### config.mk
export PLATFORM = sky130hd
export DESIGN_NAME = touch_events
export DESIGN_NICKNAME = d
export VERILOG_FILES = /design/src/hdl/touch_pkg.sv /design/src/hdl/touch_events.sv
export VERILOG_INCLUDE_DIRS = /design/src /design/src/hdl
export SDC_FILE = /design/constraint.sdc
export NUM_CORES = 1
export LEC_CHECK = 0
export BUFFER_PORTS_ARGS = -buffer_cell sky130_fd_sc_hd__buf_4
export CORE_ASPECT_RATIO = 1.5
export CORE_UTILIZATION = 30
export CTS_CLUSTER_SIZE = 14
export DETAILED_ROUTE_END_ITERATION = 8
export GPL_ROUTABILITY_DRIVEN = 0
export GPL_TIMING_DRIVEN = 0
export SYNTH_ARGS = -nofsm -noshare
export SYNTH_HDL_FRONTEND = slang
export SYNTH_SLANG_ARGS = --single-unit
### constraint.sdc
create_clock -name i_clk -period 5 [get_ports i_clk]
set_clock_uncertainty 0.05 [all_clocks]
set_input_delay 0.5 -clock i_clk [delete_from_list [all_inputs] [get_ports i_clk]]
set_output_delay 0.5 -clock i_clk [all_outputs]
set_load 0.1 [all_outputs]
### src/hdl/touch_map.svh
/*
  register offsets, field positions, reset values and counts of the touch event block.
  assumes a 32-bit avalon-mm slave with byte addresses and one word per register.
*/
// What this block does
// - switch state flips only after 64 same-direction calibration pulses in one run
// - oscillator frequency select resets to code 100, internal rc at 80 khz
// - bus address low bit follows the address select pin level
// - primary runs internal oscillator and drives it out when clock output enabled
// - external clock mode clocks logic from clock input, internal oscillator off
// - interrupt output is own interrupt ored with interrupt chain input
// - two-key mode reports a touch only when exactly two inputs are active
// - two-key sensor numbers follow input pairs in lexicographic order, 1 to 28
`ifndef TOUCH_MAP_SVH
`define TOUCH_MAP_SVH

// ==========================================================
// register offsets (byte addresses)
`define OFS_CTRL       4'h0
`define OFS_STATUS     4'h4
`define OFS_IRQ_STATUS 4'h8
`define OFS_IRQ_MASK   4'hC

// ==========================================================
// control fields
`define CTRL_FREQ_LSB    0
`define CTRL_EXT_CLK_BIT 3
`define CTRL_CLKOUT_BIT  4
`define CTRL_TWO_KEY_BIT 5
`define CTRL_RESET       6'h04
`define FREQ_RC_80K      3'h4

// ==========================================================
// status fields and interrupt layout
`define STAT_SW_LSB      0
`define STAT_KEY_LSB     8
`define STAT_ADDR_BIT    13
`define IRQ_KEY_BIT      8
`define IRQ_MASK_RESET   9'h1FF

// ==========================================================
// counts and address
`define DEB_LAST         6'h3F
`define ADDR_BASE        6'h20

`endif

### src/hdl/touch_pkg.sv
/*
  types of the touch event block.
  assumes touch_map.svh for every numeric value.
*/
package touch_pkg;

  typedef struct packed {
    logic       two_key;
    logic       clkout_en;
    logic       ext_clk_sel;
    logic [2:0] osc_freq_select;
  } ctrl_s;

  typedef struct packed {
    ctrl_s           ctrl;
    logic [7:0]      sw;
    logic [7:0]      dir;
    logic [7:0][5:0] cnt;
    logic [4:0]      key;
    logic [8:0]      irq_st;
    logic [8:0]      irq_mask;
    logic            taken;
    logic [6:0]      addr;
    logic            waitreq;
    logic [31:0]     rdata;
    logic            irq;
    logic            clk_out;
    logic            osc_en;
    logic            ref_clk;
  } state_s;

endpackage

### src/hdl/touch_events.sv
/*
  touch event logic: per-channel debounce, two-key decode, cascade clocking and
  interrupt chain, with an avalon-mm register slave.
  assumes all inputs synchronous to i_clk; the analog front end delivers one
  calibration step pulse per sample with its direction on i_step_up.
*/
// Local design decisions: the Avalon-MM slave port and the register addresses.
`timescale 1ns/100ps
`include "touch_map.svh"

module touch_events
  import touch_pkg::*;
(
  input  wire logic        i_clk,
  input  wire logic        i_rst_b,
  input  wire logic [3:0]  i_avs_address,
  input  wire logic        i_avs_read,
  input  wire logic        i_avs_write,
  input  wire logic [31:0] i_avs_writedata,
  input  wire logic [3:0]  i_avs_byteenable,
  output logic [31:0]      o_avs_readdata,
  output logic             o_avs_waitrequest,
  input  wire logic [7:0]  i_calibration_step_pulse,
  input  wire logic [7:0]  i_step_up,
  input  wire logic        i_address_select_pin,
  input  wire logic        i_osc_ref,
  input  wire logic        i_ext_clk,
  input  wire logic        i_int_chain,
  output logic             o_int,
  output logic             o_clk_out,
  output logic             o_osc_enable,
  output logic             o_ref_clk,
  output logic [6:0]       o_i2c_addr,
  output logic [7:0]       o_switch,
  output logic [4:0]       o_key_code
);

  // ==========================================================
  // functions
  function automatic logic [4:0] pair_code(input logic [7:0] s);
    logic [4:0] n;
    logic [4:0] code;
    n = 5'h00;
    code = 5'h00;
    for (int i = 0; i < 8; i++) begin
      for (int j = i + 1; j < 8; j++) begin
        n = n + 5'h01;
        if (s == ((8'h01 << i) | (8'h01 << j))) begin
          code = n;
        end
      end
    end
    return code;
  endfunction

  function automatic logic [31:0] merge(input logic [31:0] old, input logic [31:0] wd,
                                        input logic [3:0] be);
    logic [31:0] m;
    m = {{8{be[3]}}, {8{be[2]}}, {8{be[1]}}, {8{be[0]}}};
    return (old & ~m) | (wd & m);
  endfunction

  // ==========================================================
  // reset release
  logic [1:0] rst_sync;
  logic       rst_n_s;

  always_ff @(posedge i_clk or negedge i_rst_b) begin
    if (!i_rst_b) begin
      rst_sync <= 2'h0;
    end else begin
      rst_sync <= {rst_sync[0], 1'b1};
    end
  end
  assign rst_n_s = rst_sync[1];

  // ==========================================================
  // next state
  state_s      q;
  state_s      n;
  logic [8:0]  evt;
  logic        acc;
  logic        stat_rd;
  logic [31:0] wd_ctrl;
  logic [31:0] wd_mask;

  always_comb begin
    n = q;
    evt = 9'h000;
    acc = (i_avs_read | i_avs_write) & ~q.waitreq;
    stat_rd = acc & i_avs_read & (i_avs_address == `OFS_STATUS);
    wd_ctrl = merge({26'h0, q.ctrl}, i_avs_writedata, i_avs_byteenable);
    wd_mask = merge({23'h0, q.irq_mask}, i_avs_writedata, i_avs_byteenable);

    // debounce: a reversal starts a new run of one
    for (int c = 0; c < 8; c++) begin
      if (i_calibration_step_pulse[c]) begin
        if (i_step_up[c] != q.dir[c]) begin
          n.dir[c] = i_step_up[c];
          n.cnt[c] = 6'h01;
        end else if (q.cnt[c] == `DEB_LAST) begin
          n.cnt[c] = 6'h00;
          n.sw[c] = q.dir[c];
          evt[c] = (q.sw[c] != q.dir[c]) & ~q.ctrl.two_key;
        end else begin
          n.cnt[c] = q.cnt[c] + 6'h01;
        end
      end
    end

    // two-key: other patterns report no sensor
    n.key = q.ctrl.two_key ? pair_code(n.sw) : 5'h00;
    evt[`IRQ_KEY_BIT] = q.ctrl.two_key & (n.key != q.key) & (n.key != 5'h00);

    // strap is taken once, after the reset release
    if (!q.taken) begin
      n.taken = 1'b1;
      n.addr = {`ADDR_BASE, i_address_select_pin};
    end

    // bus slave: one wait cycle, then a single-cycle answer
    n.waitreq = ~((i_avs_read | i_avs_write) & q.waitreq);
    n.rdata = 32'h0;
    if ((i_avs_read | i_avs_write) & q.waitreq & i_avs_read) begin
      case (i_avs_address)
        `OFS_CTRL:       n.rdata = {26'h0, q.ctrl};
        `OFS_STATUS:     n.rdata = {18'h0, q.addr[0], q.key, q.sw};
        `OFS_IRQ_STATUS: n.rdata = {23'h0, q.irq_st};
        `OFS_IRQ_MASK:   n.rdata = {23'h0, q.irq_mask};
        default:         n.rdata = 32'h0;
      endcase
    end
    if (acc & i_avs_write) begin
      case (i_avs_address)
        `OFS_CTRL:       n.ctrl = ctrl_s'(wd_ctrl[5:0]);
        `OFS_IRQ_STATUS: n.irq_st = q.irq_st & ~(i_avs_writedata[8:0] &
                                    {i_avs_byteenable[1], {8{i_avs_byteenable[0]}}});
        `OFS_IRQ_MASK:   n.irq_mask = wd_mask[8:0];
        default:         n.irq_mask = q.irq_mask;
      endcase
    end
    // reading channel status acknowledges; a same-cycle event still wins
    if (stat_rd) begin
      n.irq_st = 9'h000;
    end
    n.irq_st = n.irq_st | evt;

    // cascade clocking and interrupt chain
    n.irq = (|(q.irq_st & q.irq_mask)) | i_int_chain;
    n.osc_en = ~q.ctrl.ext_clk_sel;
    n.ref_clk = q.ctrl.ext_clk_sel ? i_ext_clk : i_osc_ref;
    n.clk_out = i_osc_ref & q.ctrl.clkout_en & ~q.ctrl.ext_clk_sel;
  end

  always_ff @(posedge i_clk or negedge rst_n_s) begin
    if (!rst_n_s) begin
      q <= '0;
      q.ctrl <= ctrl_s'(`CTRL_RESET);
      q.irq_mask <= `IRQ_MASK_RESET;
      q.waitreq <= 1'b1;
      q.osc_en <= 1'b1;
    end else begin
      q <= n;
    end
  end

  assign o_avs_readdata = q.rdata;
  assign o_avs_waitrequest = q.waitreq;
  assign o_int = q.irq;
  assign o_clk_out = q.clk_out;
  assign o_osc_enable = q.osc_en;
  assign o_ref_clk = q.ref_clk;
  assign o_i2c_addr = q.addr;
  assign o_switch = q.sw;
  assign o_key_code = q.key;
endmodule

-- Yosys cells after proc, flatten, opt, wreduce, memory -nomap -nowiden
Index checks and enable logic that the tools add are counted.
- input bits: 64
- output and inout port bits: 57
- logic and storage cells: 245
- register bits: 135
- reduce and logical (&&, ||, !) cells: 13
- bitwise gates (word level): 35
- multiplexer cells: 100
- $add $sub $neg: 8
- equal/unequal tests: 56
- operators by type and width (cell ; number):
    two-way mux 5 bit ; 28
    two-way mux 6 bit ; 16
    equality test 8 bit, second input constant ; 7
    case mux 14 bit (4 select lines) ; 1
    two-way mux 1 bit ; 50
    adder 6 x 1 -> 6 bit, second input constant ; 8
    equality test 6 bit, second input constant ; 8
    equality test 8 x 7 -> 1 bit, second input constant ; 6
    AND 9 bit ; 5
    equality test 8 x 6 -> 1 bit, second input constant ; 5
    equality test 8 x 5 -> 1 bit, second input constant ; 4
    two-way mux 9 bit ; 3
    equality test 8 x 4 -> 1 bit, second input constant ; 3
    AND reduction 2 bit ; 10
    AND 1 bit ; 18
    two-way mux 18 bit ; 1
    NOT 9 bit ; 2
    OR 9 bit ; 2
    equality test 8 x 3 -> 1 bit, second input constant ; 2
    inequality test 1 bit ; 16
    two-way mux 14 bit ; 1
    OR reduction 9 bit ; 1
    equality test 4 bit, second input constant ; 2
    equality test 8 x 2 -> 1 bit, second input constant ; 1
    8 further kinds ; 12

-- Logic depth before layout (Yosys ltp)
Gate-level depths: netlist of run 1.
- depth after elaboration: 38
- mapped depth: 14
- gate-level depth less buffers: 12

-- Least setup slack after synthesis of run 1
OpenSTA, ideal clock, no wires.
- path type: reg2reg
- start point: register q[68] (netlist name)
- end point: register q[62] (netlist name)
- clock period less this slack: 3444 ps
- cell stages (with the launch flop): 14
- slack: 1556 ps
- buffers on the path: 1
- arrival: 3272 ps
- data required time: 4829 ps
- setup time: 121 ps
- cell sequence: dfrtp_1 > ha_1 > and3_1 > buf_6 > and4_4 > a211oi_4 > inv_4 > nor2_8 > o2111ai_1 > or4_1 > nor2b_4 > a211o_1 > or4_1 > o22a_1
- RTL lines (element ; line ; source):
    start: declaration ; touch_events.sv:79 ; state_s q;
    start signal: assignment ; touch_events.sv:163 ; q <= n;

==> metrics.yaml, run 1 <==
place:
  io_buffers: 71
  dpl_cell_area_um2: 7861
  dpl.hpwl_mm: 12.82
  dp_worst_setup_slack_ns: 1.207
  placed_cells: 1131
critical_path:
  worstSetupEndpointType: "flop"
  r2r-start: "q[68]"
  worstPathRequired_ns: 5.24
  path_cells: "ha_1 -> and3_1 -> buf_6 -> and4_4 -> a211oi_4 -> inv_4 -> nor2_8 -> o2111ai_1 -> or4_1 -> nor2b_4 -> a211o_1 -> or4_1 -> o22a_1"
  critPathMaxFanout: 9
  cpMostUsedCell: "or4_1"
  r2r_setup_slack_ns: 1.21
  r2r-end: "q[62]"
  crit_start: "q[68]"
  crit_end: "q[62]"
  critPathSlowestCell: "or4_1"
  r2r.worst_path.cells: 13
  critPathMaxStageDelay_ns: 0.50
  path_class: "reg -> reg"
  cp.arrival_ns: 4.03
  cp-start-kind: "flop"
clocking:
  cts_tree: "built"
  insertion_delay_ns: 0.41
  clock_sinks: 117
  clk_pin_slew_ns: 0.05
  cts-buffers-inserted: 17
  cts_max_level: 4
  cts-root-buf: "clkbuf_16"
  cts_resized: 0
  postCtsSetupBuffers: 0
  clockBufferDepth: 2
job:
  drv_cap: 0
cells_and_area:
  fin_area_um2: 8397
  antenna_cells: 0
  layout-drive-gt1-share_pct: 23.68
  final_util_pct: 37.51
  final_cells: 1163
  layout.nets: 947
  area_delta_synth_final_pct: 22.31
logic_synthesis:
  yosys_warnings: 0
  ys.flop_type: "dfrtp_1"
  syn_inst: 760
  synthTopCellsByCount: "105 x dfrtp_1, 70 x o21ai_0, 69 x nand2_1, 63 x nand3_1, 54 x buf_4"
  synth_area_um2: 6865
  yosys-top-cells-area: "dfrtp_1 38%, buf_4 5.9%, o21ai_0 5.1%, dfstp_2 4.6%, nand3_1 4.6%"
  synth.most_common_cell: "dfrtp_1"
  avgSynthCellArea_um2: 9.033
  yosysUniqueCellTypes: 68
  ys_seq_elements: 117
  yosysTopAreaCell: "dfrtp_1"
  ys_async_sr_fraction_pct: 100.0
  synth_edf_count: 0
  synth_seq_area_share_pct: 42.86
  synth_top_area_share_pct: 38.27
hold_path:
  hp-class: "in -> reg"
floorplan:
  core_area_um2: 22380
  dieHeight_um: 187.3
  start_util_pct: 30.67
  dieArea_um2: 23510
  rows: 67
  ioPinCount: 121
  die_x_um: 125.5
global_route:
  grt.total_usage_pct: 15.12
  grt_use_met3_pct: 2.946
  antenna_found_initial: 0
  top_usage_layer: "met2"
  grt_pass1_wl_mm: 28.37
  gr-total-overflow: 0
  use_met1_pct: 16.91
  first_global_vias: 5750
  grt_max_degree: 60
  use_met2_pct: 27.05
drt:
  vias: 5979
  postRouteAntennaNets: 0
  firstDrtPassIters: 9
  routed_wl_mm: 17.29
  vias_per_cell: 5.141
  wl_per_cell_um: 14.87
  drt-initial-drc-count: 414
  drc_errors: 10
sta:
  finalSetupViolations: 0
  period_share_pct: 75.86
  rsz0062_at_grt: "false"
  max_slew_margin_pct: 9.615
  drv_slew: 0
  hold_violations: 0
  finalCriticalPeriod_ns: 3.793
  fin_ws_ns: 1.207
  tightest_slew_ns: 1.343
  max_freq_mhz: 263.7
run_status:
  status: "finished, violations left"
  violations: "DRC"
power_and_ir_drop:
  ir_drop_uv: 230.4
  leakage_nw: 3.719
  powerDensity_nw_per_um2: 372.5
[worst min path at each step]
stage                start           endpoint  depth (start not counted)
4_1_cts        i_avs_write  o_avs_waitrequest                          2
3_5_place_dp       i_rst_b        rst_sync[0]                          1
3_3_place_gp       i_rst_b        rst_sync[0]                          1
6_report       i_avs_write  o_avs_waitrequest                          2
2_1_floorplan      i_rst_b        rst_sync[0]                          0
5_1_grt        i_avs_write  o_avs_waitrequest                          2
[metrics by stage]
step | TNS [ns] | total power [mW] | hold slack, ns
floorplan | 0 | 1.845 | 0.1544
CTS | 0 | 3.147 | 0.2061
global route | 0 | 3.292 | 0.2198
global placement | -18.24 | 2.031 | 0.2341
detailed placement | 0 | 2.050 | 0.2359
finish | 0 | 3.128 | 0.2040
[repair_timing]
item | CTS | global route
hold buffers | 1 | 0
setup endpoints to repair | 0 | 0
hold endpoints to repair | 2 | 0
[layout by cell type (no fill, tap or decap), types with 25 or more instances in the layout]
master / n
a21oi_1: 32
and3_1: 33
buf_4: 125
clkbuf_1: 26
conb_1: 25
dfrtp_1: 104
nand2_1: 69
nand3_1: 63
nor2_1: 31
o21ai_0: 70
[cells by family after synthesis]
group,after synthesis,synth area share (%)
AND/OR/NAND/NOR,271,20.54
AO/OA/AOI/OAI,189,17.17
flip-flops,117,42.86
buffers and inverters,115,9.641
XOR/XNOR,35,4.465
multiplexers,23,3.754
adder cells (fa/ha/maj),8,1.458
other,2,0.1094
[power breakdown]
group	internal, mW	switching [mW]
clock	0.680	0.409
sequential	1.08	0.141
combinational	0.279	0.535
[layout make-up]
| type | count | area, um^2 |
|---|---|---|
| multi-input combinational | 551 | 3347 |
| clock buffer | 27 | 503.0 |
| buffer | 88 | 555.5 |
| inverter | 27 | 106.4 |
| sequential | 117 | 2947 |
| tap | 276 | 345.3 |
| clock inverter | 4 | 22.52 |
| timing repair buffer | 73 | 570.5 |
| fill | 2224 | 13990 |
[layer usage]
layer | up-vias | wire length (um)
li1 | 2917 | -
met1 | 2866 | 7047
met2 | 163 | 8898
met3 | 33 | 800
met4 | 0 | 542
met5 | - | 0
[worst max-delay path, delay by kind of cell, from the launching register on]
family | cells | cell delay [ns]
flops | 1 | 0.40
simple gates | 6 | 1.68
fa+ha+maj | 1 | 0.23
compound gates | 4 | 1.05
buf+inv | 2 | 0.28
Note: power is estimated with default switching activity, not from simulation.
==> run 2, diff against run 1 <==
Clock period 5 ns to 3.15 ns, I/O delays scaled along.
==> run 2 against run 1 <==
The flow finishes with violations (DRC, setup timing). Non-clock buffer count grew 28. Global-route usage increased by 0.70 points. Combinational power increased by 81%. Sequential share of layout area down 2.2 points. Worst setup slack worse by 1.4 ns. Critical path depth stayed put. Critical path type unchanged. Highest routed layer unchanged.
==> metrics.yaml, run 2 (same netlist as run 1, synthesis figures left out) <==
run_status:
  status: "finished, violations left"
  violations: "DRC, setup timing"
critical_path:
  cp-start-kind: "flop"
  r2r-start: "q[110]"
  worstPathRequired_ns: 3.39
  r2r-end: "q[62]"
  path_class: "reg -> reg"
  r2r_setup_slack_ns: -0.18
  worstSetupEndpointType: "flop"
  cp.arrival_ns: 3.57
  critPathMaxFanout: 8
  r2r.worst_path.cells: 13
drt:
  firstDrtPassIters: 8
  wl_per_cell_um: 15.08
  postRouteAntennaNets: 0
  vias: 6137
  vias_per_cell: 5.148
  routed_wl_mm: 17.98
  drc_errors: 10
  drt-initial-drc-count: 427
sta:
  tightest_slew_ns: 0.8921
  finalSetupViolations: 1
  rsz0062_at_grt: "true"
  finalCriticalPeriod_ns: 3.329
  max_freq_mhz: 300.4
  hold_violations: 0
  fin_ws_ns: -0.1786
  max_slew_margin_pct: 40.03
  period_share_pct: 105.7
  drv_slew: 0
cells_and_area:
  layout.nets: 975
  final_common_cell: "buf_4"
  fillers: 2204
  final_cells: 1192
  ff_latch_area_um2: 2947
  layout-drive-gt1-share_pct: 30.35
  multi_input_comb_area_um2: 3538
  final_util_pct: 40.04
  area_delta_synth_final_pct: 30.54
  antenna_cells: 0
  final_cell_mix: "155 x buf_4, 104 x dfrtp_1, 69 x nand2_1, 65 x o21ai_0, 60 x nand3_1"
global_route:
  grt_pass1_wl_mm: 29.92
  gr-total-overflow: 0
  first_global_vias: 6021
  antenna_found_initial: 0
  grt_max_degree: 48
  grt.total_usage_pct: 15.82
clocking:
  insertion_delay_ns: 0.41
  cts-buffers-inserted: 17
  clk_pin_slew_ns: 0.05
  cts_max_level: 4
  clock_sinks: 117
  clockBufferDepth: 2
  cts_tree: "built"
  cts-root-buf: "clkbuf_16"
floorplan:
  dieHeight_um: 187.3
  start_util_pct: 30.67
  ioPinCount: 121
  die_x_um: 125.5
  core_area_um2: 22380
  dieArea_um2: 23510
  rows: 67
power_and_ir_drop:
  leakage_nw: 3.972
  ir_drop_uv: 394.6
  powerDensity_nw_per_um2: 598.1
hold_path:
  holdCritStartpoint: "i_avs_write"
  hp-class: "in -> reg"
  holdPathStages: 2
  whs_endpoint: "o_avs_waitrequest"
job:
  drv_cap: 0
place:
  dpl.hpwl_mm: 13.06
  io_buffers: 71
  placed_cells: 1132
==> run 2: what timing repair did <==
| action | in CTS | in global routing |
|---|---|---|
| endpoints found under the setup margin | 1 | 1 |
| endpoints found under the hold margin | 2 | 0 |
| buffers inserted | 22 | 4 |
| resized for setup | 53 | 12 |
| gates cloned | 1 | 0 |
| hold buffers | 1 | 0 |
| pin swaps | 13 | 12 |
==> run 2: through the flow <==
| stage | area (um^2) | hold slack, ns | TNS (ns) | power, mW | setup WS [ns] |
|---|---|---|---|---|---|
| 6_report | 8962 | 0.02613 | -0.1786 | 5.361 | -0.1786 |
| 5_1_grt | 8962 | 0.02427 | -0.3193 | 5.647 | -0.3193 |
| 4_1_cts | 8892 | 0.01537 | -0.1260 | 5.388 | -0.1260 |
| 3_5_place_dp | 7896 | 0.05127 | -0.5898 | 3.259 | -0.5898 |
| 3_3_place_gp | 7839 | 0.04929 | -0.6174 | 3.224 | -0.6174 |
| 2_1_floorplan | 6960 | -0.03059 | -0.1403 | 2.931 | -0.1403 |
==> run 2: how the worst max path moves through the flow <==
| stage | start | slack (ns) | to |
|---|---|---|---|
| 2_1_floorplan | q[68] | -0.14 | q[62] |
| 3_3_place_gp | q[86] | -0.62 | q[62] |
| 3_5_place_dp | q[110] | -0.59 | q[62] |
| 4_1_cts | q[111] | -0.13 | q[62] |
| 5_1_grt | q[110] | -0.32 | q[62] |
| 6_report | q[110] | -0.18 | q[62] |
==> run 2: report_power, final <==
group,total (mW),switching (mW),internal [mW]
sequential,1.93,0.211,1.72
clock,1.96,0.675,1.29
combinational,1.47,0.919,0.548
==> run 2: per-layer routing <==
layer | up-vias | GRT usage [%] | routed length [um]
met2 | 175 | 28.63 | 9339
met5 | - | 0 | 0
li1 | 2964 | - | -
met1 | 2947 | 17.87 | 7253
met3 | 51 | 3.118 | 806
met4 | 0 | 6.754 | 578
==> run 2: area by class of cell <==
cell class              instances  share of cell area (%)
plain buffers                  88                   6.799
clock buffers                  25                   5.752
clock inverters                 7                   1.033
inverters                      27                   1.270
multi-input cells             551                   39.48
flip-flops and latches        117                   32.88
well taps                     276                   3.853
repair buffers                101                   8.935
==> run 2: worst max-delay path, cell delays in order, from the launching register on <==
cell	delay [ns]
dfrtp_1	0.35
ha_2	0.20
nand3_2	0.10
or2_4	0.25
o211ai_1	0.41
buf_4	0.25
buf_8	0.13
buf_4	0.11
a31oi_1	0.07
o21ai_1	0.17
a31oi_2	0.16
a31o_2	0.28
or4_1	0.49
o22a_1	0.18
